<file path="src/verilog/icx_pkg.sv">
// Constants and types of the interrupt controller.
// Assumes one 25 MHz clock shared with the processor core and APB.
package icx_pkg;

  // Register byte offsets
  localparam logic [7:0] ICX_OFF_SHARED = 8'h00;
  localparam logic [7:0] ICX_OFF_CTRL = 8'h04;
  localparam logic [7:0] ICX_OFF_STAT = 8'h08;
  localparam logic [7:0] ICX_OFF_MASK = 8'h0C;
  localparam logic [7:0] ICX_OFF_STACK = 8'h10;

  // Shared-vector register fields
  localparam int ICX_SH_FLAG_LSB = 4;
  localparam int ICX_SH_EN_LSB = 0;
  localparam int ICX_SH_SM_FLAG = 5;
  localparam int ICX_SH_SM_EN = 1;

  // Control register fields
  localparam int ICX_CT_GIE = 7;
  localparam int ICX_CT_MF_FLAG = 6;
  localparam int ICX_CT_DED_FLAG_LSB = 4;
  localparam int ICX_CT_MF_EN = 3;
  localparam int ICX_CT_DED_EN_LSB = 0;

  // Event status bits
  localparam int ICX_ST_TAKEN = 0;
  localparam int ICX_ST_WAKE = 1;
  localparam int ICX_ST_REFUSED = 2;

  // Reset values
  localparam logic [7:0] ICX_RST_SHARED = 8'h00;
  localparam logic [7:0] ICX_RST_CTRL = 8'h00;
  localparam logic [2:0] ICX_RST_MASK = 3'h0;

  // Program counter width and vectors
  localparam int ICX_PC_W = 12;
  localparam logic [ICX_PC_W-1:0] ICX_VEC_DED0 = 12'h004;
  localparam logic [ICX_PC_W-1:0] ICX_VEC_DED1 = 12'h008;
  localparam logic [ICX_PC_W-1:0] ICX_VEC_MF = 12'h00C;
  localparam int ICX_STACK_DEPTH = 8;

  typedef enum logic [0:0] {
    ICX_APB_IDLE = 1'b0,
    ICX_APB_ACK = 1'b1
  } icx_apb_t;

  typedef enum logic [1:0] {
    ICX_SEL_NONE = 2'b00,
    ICX_SEL_D0 = 2'b01,
    ICX_SEL_D1 = 2'b10,
    ICX_SEL_MF = 2'b11
  } icx_sel_t;

  // One-cycle event pulses from the peripherals
  typedef struct packed {
    logic [1:0] dedicated;
    logic eeprom;
    logic serial_a;
    logic serial_module;
    logic low_volt;
  } icx_src_t;

  // Requests from the processor core
  typedef struct packed {
    logic [ICX_PC_W-1:0] next_pc;
    logic call_push;
    logic ret_pop;
    logic return_from_interrupt_instr;
  } icx_core_in_t;

  // Answers to the processor core
  typedef struct packed {
    logic pc_load;
    logic [ICX_PC_W-1:0] pc_target;
    logic stack_full;
  } icx_core_out_t;

endpackage : icx_pkg

</file>
<file path="src/verilog/icx_ctrl.sv">
// Interrupt controller with program-counter stack and APB registers.
// Assumes peripherals give one-cycle event pulses and the core issues
// at most one of call, return or interrupt return per cycle.
module icx_ctrl
  import icx_pkg::*;
#(
  parameter int STACK_DEPTH = ICX_STACK_DEPTH,
  parameter bit HAS_SERIAL_MODULE = 1'b1
) (
  input wire logic pclk,
  input wire logic presetn,
  input wire logic [7:0] paddr,
  input wire logic psel,
  input wire logic penable,
  input wire logic pwrite,
  input wire logic [31:0] pwdata,
  output logic [31:0] prdata,
  output logic pready,
  output logic pslverr,
  input wire icx_src_t src_event,
  input wire icx_core_in_t core_in,
  output icx_core_out_t core_out,
  output logic wake_pulse,
  output logic irq
);

  localparam int SP_W = $clog2(STACK_DEPTH + 1);
  localparam logic [SP_W-1:0] SP_FULL = SP_W'(STACK_DEPTH);

  typedef struct packed {
    icx_apb_t apb;
    logic pready;
    logic pslverr;
    logic [31:0] prdata;
    logic [7:0] shared;
    logic gie;
    logic mf_flag;
    logic mf_en;
    logic [1:0] ded_flag;
    logic [1:0] ded_en;
    logic mf_req_prev;
    logic [2:0] stat;
    logic [2:0] mask;
    logic irq;
    logic wake;
    icx_core_out_t core;
    logic [SP_W-1:0] sp;
    logic [STACK_DEPTH-1:0][ICX_PC_W-1:0] stack;
  } icx_state_t;

  icx_state_t s_reg;
  icx_state_t s_next;
  logic take;
  icx_sel_t sel;
  logic wr_acc;
  logic rd_acc;

  // Implemented bits of the shared register
  function automatic logic [7:0] icx_impl_mask();
    logic [7:0] m;
    m = 8'hFF;
    if (!HAS_SERIAL_MODULE) begin
      m[ICX_SH_SM_FLAG] = 1'b0;
      m[ICX_SH_SM_EN] = 1'b0;
    end
    return m;
  endfunction : icx_impl_mask

  // Control register image
  function automatic logic [7:0] icx_ctrl_image(icx_state_t s);
    logic [7:0] v;
    v = 8'h00;
    v[ICX_CT_GIE] = s.gie;
    v[ICX_CT_MF_FLAG] = s.mf_flag;
    v[ICX_CT_DED_FLAG_LSB +: 2] = s.ded_flag;
    v[ICX_CT_MF_EN] = s.mf_en;
    v[ICX_CT_DED_EN_LSB +: 2] = s.ded_en;
    return v;
  endfunction : icx_ctrl_image

  ////////////////////////////////////////////////////////////////////////
  // Next-state logic
  always_comb begin
    logic [7:0] impl;
    logic [7:0] sh_old;
    logic [1:0] ded_old;
    logic [3:0] sh_set;
    logic mf_req;
    logic [2:0] pend;
    logic [2:0] ev;
    impl = icx_impl_mask();
    sh_set = 4'h0;
    mf_req = 1'b0;
    pend = 3'h0;
    s_next = s_reg;
    sh_old = s_reg.shared;
    ded_old = s_reg.ded_flag;
    ev = 3'h0;
    take = 1'b0;
    sel = ICX_SEL_NONE;
    wr_acc = psel && penable && s_reg.pready && pwrite;
    rd_acc = psel && penable && s_reg.pready && !pwrite;

    // APB: setup cycle prepares the one-cycle acknowledge
    s_next.pready = 1'b0;
    s_next.pslverr = 1'b0;
    s_next.prdata = 32'h0000_0000;
    s_next.apb = ICX_APB_IDLE;
    if (psel && !penable) begin
      s_next.apb = ICX_APB_ACK;
      s_next.pready = 1'b1;
      case (paddr)
        ICX_OFF_SHARED: s_next.prdata = {24'h00_0000, s_reg.shared & impl};
        ICX_OFF_CTRL: s_next.prdata = {24'h00_0000, icx_ctrl_image(s_reg)};
        ICX_OFF_STAT: s_next.prdata = {29'h0000_0000, s_reg.stat};
        ICX_OFF_MASK: s_next.prdata = {29'h0000_0000, s_reg.mask};
        ICX_OFF_STACK: s_next.prdata = {{(32-SP_W){1'b0}}, s_reg.sp};
        default: s_next.pslverr = 1'b1;
      endcase
    end

    // Software writes at the access edge
    if (wr_acc) begin
      case (paddr)
        ICX_OFF_SHARED: s_next.shared = pwdata[7:0] & impl;
        ICX_OFF_CTRL: begin
          s_next.gie = pwdata[ICX_CT_GIE];
          s_next.mf_flag = pwdata[ICX_CT_MF_FLAG];
          s_next.ded_flag = pwdata[ICX_CT_DED_FLAG_LSB +: 2];
          s_next.mf_en = pwdata[ICX_CT_MF_EN];
          s_next.ded_en = pwdata[ICX_CT_DED_EN_LSB +: 2];
        end
        ICX_OFF_MASK: s_next.mask = pwdata[2:0];
        default: ;
      endcase
    end
    if (rd_acc && paddr == ICX_OFF_STAT) begin
      s_next.stat = 3'h0;
    end

    // Pending requests, gated by the source enables; global enable is checked at entry
    pend[0] = s_reg.ded_flag[0] && s_reg.ded_en[0];
    pend[1] = s_reg.ded_flag[1] && s_reg.ded_en[1];
    pend[2] = s_reg.mf_flag && s_reg.mf_en;

    // Core stack operations, then interrupt entry
    s_next.core.pc_load = 1'b0;
    if ((core_in.return_from_interrupt_instr || core_in.ret_pop) && s_reg.sp != '0) begin
      s_next.sp = s_reg.sp - 1'b1;
      s_next.core.pc_load = 1'b1;
      s_next.core.pc_target = s_reg.stack[s_reg.sp - 1'b1];
    end else if (core_in.call_push && s_reg.sp != SP_FULL) begin
      s_next.stack[s_reg.sp] = core_in.next_pc;
      s_next.sp = s_reg.sp + 1'b1;
    end else if (s_reg.gie && pend != 3'b000) begin
      if (s_reg.sp == SP_FULL) begin
        ev[ICX_ST_REFUSED] = 1'b1;
      end else begin
        take = 1'b1;
        // Fixed priority: dedicated 0, dedicated 1, shared vector
        if (pend[0]) begin
          sel = ICX_SEL_D0;
        end else if (pend[1]) begin
          sel = ICX_SEL_D1;
        end else begin
          sel = ICX_SEL_MF;
        end
      end
    end

    // Vector jump and entry side effects
    if (take) begin
      s_next.stack[s_reg.sp] = core_in.next_pc;
      s_next.sp = s_reg.sp + 1'b1;
      s_next.core.pc_load = 1'b1;
      s_next.gie = 1'b0;
      ev[ICX_ST_TAKEN] = 1'b1;
      case (sel)
        ICX_SEL_D0: begin
          s_next.core.pc_target = ICX_VEC_DED0;
          s_next.ded_flag[0] = 1'b0;
        end
        ICX_SEL_D1: begin
          s_next.core.pc_target = ICX_VEC_DED1;
          s_next.ded_flag[1] = 1'b0;
        end
        ICX_SEL_MF: begin
          s_next.core.pc_target = ICX_VEC_MF;
          s_next.mf_flag = 1'b0;
        end
        default: ;
      endcase
    end

    // Hardware sets win over any clear in the same cycle
    sh_set = {src_event.eeprom, src_event.serial_a,
              src_event.serial_module, src_event.low_volt};
    s_next.shared[ICX_SH_FLAG_LSB +: 4] = s_next.shared[ICX_SH_FLAG_LSB +: 4]
                                          | (sh_set & impl[ICX_SH_FLAG_LSB +: 4]);
    s_next.ded_flag = s_next.ded_flag | src_event.dedicated;

    // Grouped flag rises when an enabled shared source requests
    mf_req = |(s_next.shared[ICX_SH_FLAG_LSB +: 4] & s_next.shared[ICX_SH_EN_LSB +: 4]);
    s_next.mf_req_prev = mf_req;
    if (mf_req && !s_reg.mf_req_prev) begin
      s_next.mf_flag = 1'b1;
    end

    // Wake on any shared-source or dedicated flag newly set, grouped flag not included, enables ignored
    s_next.wake = |((s_next.shared[7:4] & ~sh_old[7:4]))
                  || |(s_next.ded_flag & ~ded_old);
    ev[ICX_ST_WAKE] = s_next.wake;

    // Sticky events, set wins over read clear
    s_next.stat = s_next.stat | ev;
    s_next.irq = |(s_next.stat & s_next.mask);
    s_next.core.stack_full = (s_next.sp == SP_FULL);
  end

  ////////////////////////////////////////////////////////////////////////
  // State register
  always_ff @(posedge pclk or negedge presetn) begin
    if (!presetn) begin
      s_reg <= icx_state_t'('0);
    end else begin
      s_reg <= s_next;
    end
  end

  // Outputs straight from state
  assign prdata = s_reg.prdata;
  assign pready = s_reg.pready;
  assign pslverr = s_reg.pslverr;
  assign core_out = s_reg.core;
  assign wake_pulse = s_reg.wake;
  assign irq = s_reg.irq;
endmodule : icx_ctrl

</file>
<file path="config.mk">
export PLATFORM = sky130hd
export DESIGN_NAME = icx_ctrl
export DESIGN_NICKNAME = d
export VERILOG_FILES = /design/src/verilog/icx_pkg.sv /design/src/verilog/icx_ctrl.sv
export SDC_FILE = /design/constraint.sdc
export NUM_CORES = 1
export LEC_CHECK = 0
export ABC_AREA = 1
export BUFFER_PORTS_ARGS = -buffer_cell sky130_fd_sc_hd__buf_2
export CAP_MARGIN = 20
export CORE_AREA = 2 2 120 122
export CTS_CLUSTER_SIZE = 12
export DETAILED_ROUTE_END_ITERATION = 7
export DIE_AREA = 0 0 122 124
export PLACE_DENSITY = 0.89
export SETUP_SLACK_MARGIN = 0.15
export SLEW_MARGIN = 20
export SYNTH_ARGS = -nofsm -noshare
export SYNTH_HDL_FRONTEND = slang
export SYNTH_SLANG_ARGS = --single-unit
</file>
<file path="constraint.sdc">
create_clock -name pclk -period 5.4 [get_ports pclk]
set_clock_uncertainty 0.1 [all_clocks]
set_input_delay 0 -clock pclk [delete_from_list [all_inputs] [get_ports pclk]]
set_output_delay 0 -clock pclk [all_outputs]
set_load 0.05 [all_outputs]
</file>
==> run metrics, run 1 <==
postcts setup bufs 0; unique cell type count in the Yosys netlist 45; HP Start paddr[2]; antenna diode count 0; EDFF count, synth 0; CP cell instances buf_4 > inv_1 > ha_1 > inv_1 > nor2_4 > a21oi_4 > inv_2 > nand2_2 > nand2_4 > nand3_4 > nand2_1 > o21ai_1; # clock sinks 148; cts repair resizes 0; busiest grt layer met2; FF+latch area 0.003704 mm^2; initial antenna violation count 0; Setup Total Neg Slack 0 ns; Mean Syn Cell Area 8.287 um^2; slowest CP cell nand2_2; Die Y-Extent 124 um; Synth Register Bits 148; Crit Path Category register to register; first-pass GRT wire length 33.08 mm; top_reg_cell synth dfrtp_1; worst skew pair latency 0.44 ns; worst path arrival time 4.03 ns; core region area 0.01372 mm^2; Filler Cell Count 1029; Peak VDD IR 0.2977 mV; PortBufs 67; Post-Route WL 20.37 mm; synthesized cell area 0.007699 mm^2; leading area contributor after synthesis dfrtp_1; Critical Path Sink Type register; DR pass1 iterations 5; Slew HR 0.3252; layout cells sized above 1 0.1645; largest net degree at the start of global routing 107; top cells by area, synth dfrtp_1, nand2_1, o21ai_0; top cell type's share of synthesized area 0.4811; crit path buf inv count 4; antenna-violating nets left 0; period utilization 0.7119; Async SR Flop Fraction 1.000; Cell Count, Final, Fillers Out 1195; count of pins over their slew limit 0; Starting Density 0.5611; vias in the first global route 6805; placed insts 1114; grt total ovfl 0; r2r setup slk 1.56 ns; final core occ 0.6453; Pwr Density 550.7 mW/mm^2; Die W 122 um; met2 global-route usage 0.4476; R2R Path Start s_reg[96]; hpwl dp 11.33 mm; RePlAce Congestion 0.8836; initial DRC count 806; Synth Warn # 0; Setup crit start kind register; max cap viols 0; wire per inst 17.04 um; area of the multi-input gates 0.003179 mm^2; CTS Hold Bufs 49; drt drc 0; CTS tree done; Max Fclk 260.1 MHz; Hold Fails Final Rpt 0; CTS root buf clkbuf_16; sequential area share after synthesis 0.4811; vias post-DR 6941; Vias/cell 5.808; worst-margin pin slew 1.009 ns; commonest non-fill, non-tap cell in the layout nand2_1; final net count 1071; max FFs per register 122; number of top-level pins 116; CP startpoint s_reg[96]; status finished clean; Setup-failing EPs final 0; CTS clk-pin slew, worst paths 0.07 ns; htree depth 4; Longest Clk Path Bufs 2; Cell Area, Placed 0.007780 mm^2; LEAKAGE 0.004395 uW; final instance area 0.008853 mm^2; Layout area overhead 15.00%; number of CTS-inserted buffers 17; row count 43; Syn Inst Count 929; slowest stage delay, CP 0.71 ns; most frequent cells in the layout nand2_1, dfrtp_1, o21ai_0; GRT Overall Usage 0.2821; Period minus WS final 3.844 ns; RSZ-0062 raised after global routing no; Top delay family on crit path simple AND/OR/NAND/NOR gates; hold crit path type input pin to register; GRT met3 Usage 0.07189; die area 0.01513 mm^2; met1 GRT Util 0.3583; hold_ws 0.05663 ns; crit path max fanout 57; most frequent CP cell inv_1; required time at the worst-slack endpoint 5.59 ns
cells by family (layout without fill, tap and decap cells):
group / Yosys count / after routing / synth area share
xor gates and xnor gates: 3 / 3 / 0.003414
other: 1 / 24 / 0.0004871
muxes: 1 / 1 / 0.001463
buffers and inverters: 168 / 231 / 0.1172
AOI/OAI and AO/OA: 250 / 250 / 0.1812
DFF: 148 / 148 / 0.4811
and+or+nand+nor: 355 / 355 / 0.2103
adders and majority gates: 3 / 3 / 0.004876
tightest hold or removal path, cell delays in order:
cell	delay (ns)
buf_2	0.12
nand2_1	0.06
nor2_1	0.05
nand3_2	0.19
nand2_1	0.08
nand2_1	0.06
layer usage:
layer  vias to the layer above  share of wire
met1                      3242           0.39
met2                       468           0.47
met3                        94           0.10
li1                       3137              -
met4                         0          0.038
met5                         -              0
power breakdown:
| group | switching (uW) | internal (uW) |
|---|---|---|
| clock network | 483 | 682 |
| registers | 224 | 1500 |
| logic | 1350 | 637 |
final cells by class:
| cell class | instances | share of cell area |
|---|---|---|
| Sequential cell | 148 | 0.4183 |
| Inverter | 78 | 0.03307 |
| Clock buffer | 17 | 0.04805 |
| Tap cell | 180 | 0.02544 |
| Clock inverter | 15 | 0.01781 |
| Timing Repair Buffer | 121 | 0.09822 |
| Multi-Input combinational cell | 636 | 0.3591 |
cell usage after synthesis (2+ instances only):
cell type  count
a211oi_1       2
a21oi_1       24
a31oi_1        2
buf_2         10
buf_4         55
buf_6          7
clkbuf_1      17
dfrtp_1      148
ha_1           3
inv_1         70
inv_2          7
nand2_1      220
nand2_2        6
nand2_4        5
nand3_1       23
nand3_2        6
nand3_4        3
nand3b_1       2
nand3b_2       2
nand4_1        4
nor2_1        68
nor2_2         4
nor2_4         5
nor3_1         3
o21ai_0      122
o21ai_1       51
o21ai_2       18
o22ai_1       21
o311ai_0       3
xor2_1         3
worst paths after layout:
check,endpoint,depth (start not counted)
setup / recovery,s_reg[13],12
hold / removal,s_reg[127],6
setup reg to reg,s_reg[13],12
hold reg to reg,s_reg[14],2
max in group asynchronous,s_reg[85],3
min in group asynchronous,irq,2
metrics by stage:
stage	worst slack (ns)	power [uW]
floorplan	2.922	3252
global placement	1.835	3544
detailed placement	1.707	3621
CTS	1.683	4822
global route	1.352	5200
finish	1.556	4875
Note: power is estimated with default switching activity, not from simulation.
==> run 2: changes to the inputs <==
Clock period 5.4 ns to 3.8 ns, I/O delays scaled along.
==> run metrics, run 2 (synthesized netlist as in run 1, its figures left out) <==
largest net degree at the start of global routing 101; row count 43; Hold Fails Final Rpt 0; DR pass1 iterations 5; number of CTS-inserted buffers 17; sequential fraction of design power 0.348; Comb power frac 0.402; Slew HR 0.3106; Period minus WS final 3.540 ns; PortBufs 67; grt total ovfl 0; htree depth 4; GRT Overall Usage 0.2841; Clock power frac 0.251; cells on worst reg2reg path 11; hold crit path type input pin to register; CTS root buf clkbuf_16; antenna-violating nets left 0; final net count 1077; vias post-DR 6940; LEAKAGE 0.004449 uW; hold depth 5; Psw 2897 uW; Final Total Pwr 7015 uW; RePlAce Congestion 0.9033; Filler Cell Count 1036; CTS tree done; antenna diode count 0; stages on the worst setup path 17; Top delay family on crit path buffers and inverters; Setup crit start kind input pin; number of top-level pins 116; Longest Clk Path Bufs 2; status finished clean; period utilization 0.9315; cts repair resizes 0; Critical Path Sink Type register; most frequent cells in the layout nand2_1, dfrtp_1, o21ai_0; Vias/cell 5.779; Net Sw Frac 0.4130; CP cell instances dlygate4sd3_1 > buf_2 > nor2_2 > dlygate4sd3_1 > nand2_2 > dlygate4sd3_1 > nor2_8 > nand2_4 > nand2_2 > nand3b_2 > nand2_1 > nand2_1 > dlygate4sd3_1 > nor2_2 > nand3_1 > nand2_1 > nand2_1; required time at the worst-slack endpoint 4.02 ns; Int Power 4117 uW; Starting Density 0.5611; vias in the first global route 6634; wire per inst 17.10 um; Setup Total Neg Slack 0 ns; commonest non-fill, non-tap cell in the layout nand2_1; Pwr Density 785.0 mW/mm^2; initial antenna violation count 0; # clock sinks 148; Layout area overhead 16.07%; worst-margin pin slew 1.030 ns; Cell Area, Placed 0.007795 mm^2; worst skew pair latency 0.43 ns; slowest CP cell dlygate4sd3_1; crit path buf inv count 5; slowest stage delay, CP 0.63 ns; final instance area 0.008936 mm^2; die area 0.01513 mm^2; worst path arrival time 3.76 ns; Die Y-Extent 124 um; initial DRC count 651; max cap viols 0; Max Fclk 282.5 MHz; Die W 122 um; crit path max fanout 12; Peak VDD IR 0.4604 mV; count of pins over their slew limit 0; Setup-failing EPs final 0; FF+latch area 0.003704 mm^2; first-pass GRT wire length 33.13 mm; area of the multi-input gates 0.003179 mm^2; hold_ws 0.06958 ns; RSZ-0062 raised after global routing no; CTS clk-pin slew, worst paths 0.06 ns; drt drc 0; layout cells sized above 1 0.1685; Crit Path Category input pin to register; Post-Route WL 20.54 mm; max FFs per register 122; core region area 0.01372 mm^2; hpwl dp 11.60 mm
[run 2: cell types whose count changed in the layout (fill, tap and decap cells not counted)]
cell        before  now
clkinv_2         3    2
clkbuf_8         0    3
bufinv_16        2    3
buf_4            5   11
inv_6            3    1
clkinvlp_4       4    2
clkbuf_1         0    1
[run 2: through the flow]
stage	util	instances	setup WS [ns]
floorplan	-	952	1.322
global placement	0.5682	1116	0.8632
detailed placement	0.5682	1116	0.7851
CTS	0.6492	1197	0.3870
global route	0.6513	1201	0.1698
finish	0.6513	1201	0.2604
[run 2: worst min-delay path, cell delays in order]
cell and delay [ns]:
buf_2 0.12, nand2_1 0.06, nor2_1 0.05, nand3_2 0.20
o21ai_0 0.11
[run 2: path summary, 6_finish.rpt]
check                              end      start  slack (ns)
max                                irq   paddr[0]        0.26
min in group asynchronous   s_reg[135]    presetn        0.15
min reg2reg                  s_reg[19]  s_reg[19]        0.37
max in group asynchronous  core_out[0]    presetn        2.50
max reg2reg                  s_reg[16]  s_reg[97]        0.65
min                         s_reg[124]   paddr[2]        0.07
[run 2: repair_timing]
action | in CTS | in global routing
hold buffers | 49 | 0
endpoints found under the setup margin | 0 | 1
hold endpoints to repair | 228 | 0
setup buffers | 0 | 4
[run 2: power groups by stage]
stage	Combinational (uW)	Sequential, uW	Clock, uW
6_report	2820	2440	1760
5_1_grt	3150	2490	1820
4_1_cts	2780	2420	1760
3_5_place_dp	2720	2440	0
3_3_place_gp	2610	2420	0
2_1_floorplan	2260	2360	0
[run 2: area by class of cell]
type | instances | area share
Inverter | 78 | 0.03276
Clock inverter | 11 | 0.01680
Sequential cell | 148 | 0.4144
Clock buffer | 21 | 0.05265
Timing Repair Buffer | 127 | 0.1024
Tap cell | 180 | 0.02520
Multi-Input combinational cell | 636 | 0.3558
[run 2: per-layer routing]
| metal | part of all wire | vias up | track usage | wire, um |
|---|---|---|---|---|
| met5 | 0.0013 | - | 0 | 26 |
| met4 | 0.035 | 3 | 0.1386 | 717 |
| met3 | 0.11 | 84 | 0.08333 | 2193 |
| met2 | 0.46 | 462 | 0.4546 | 9537 |
| met1 | 0.39 | 3256 | 0.3547 | 8060 |
| li1 | - | 3135 | - | - |
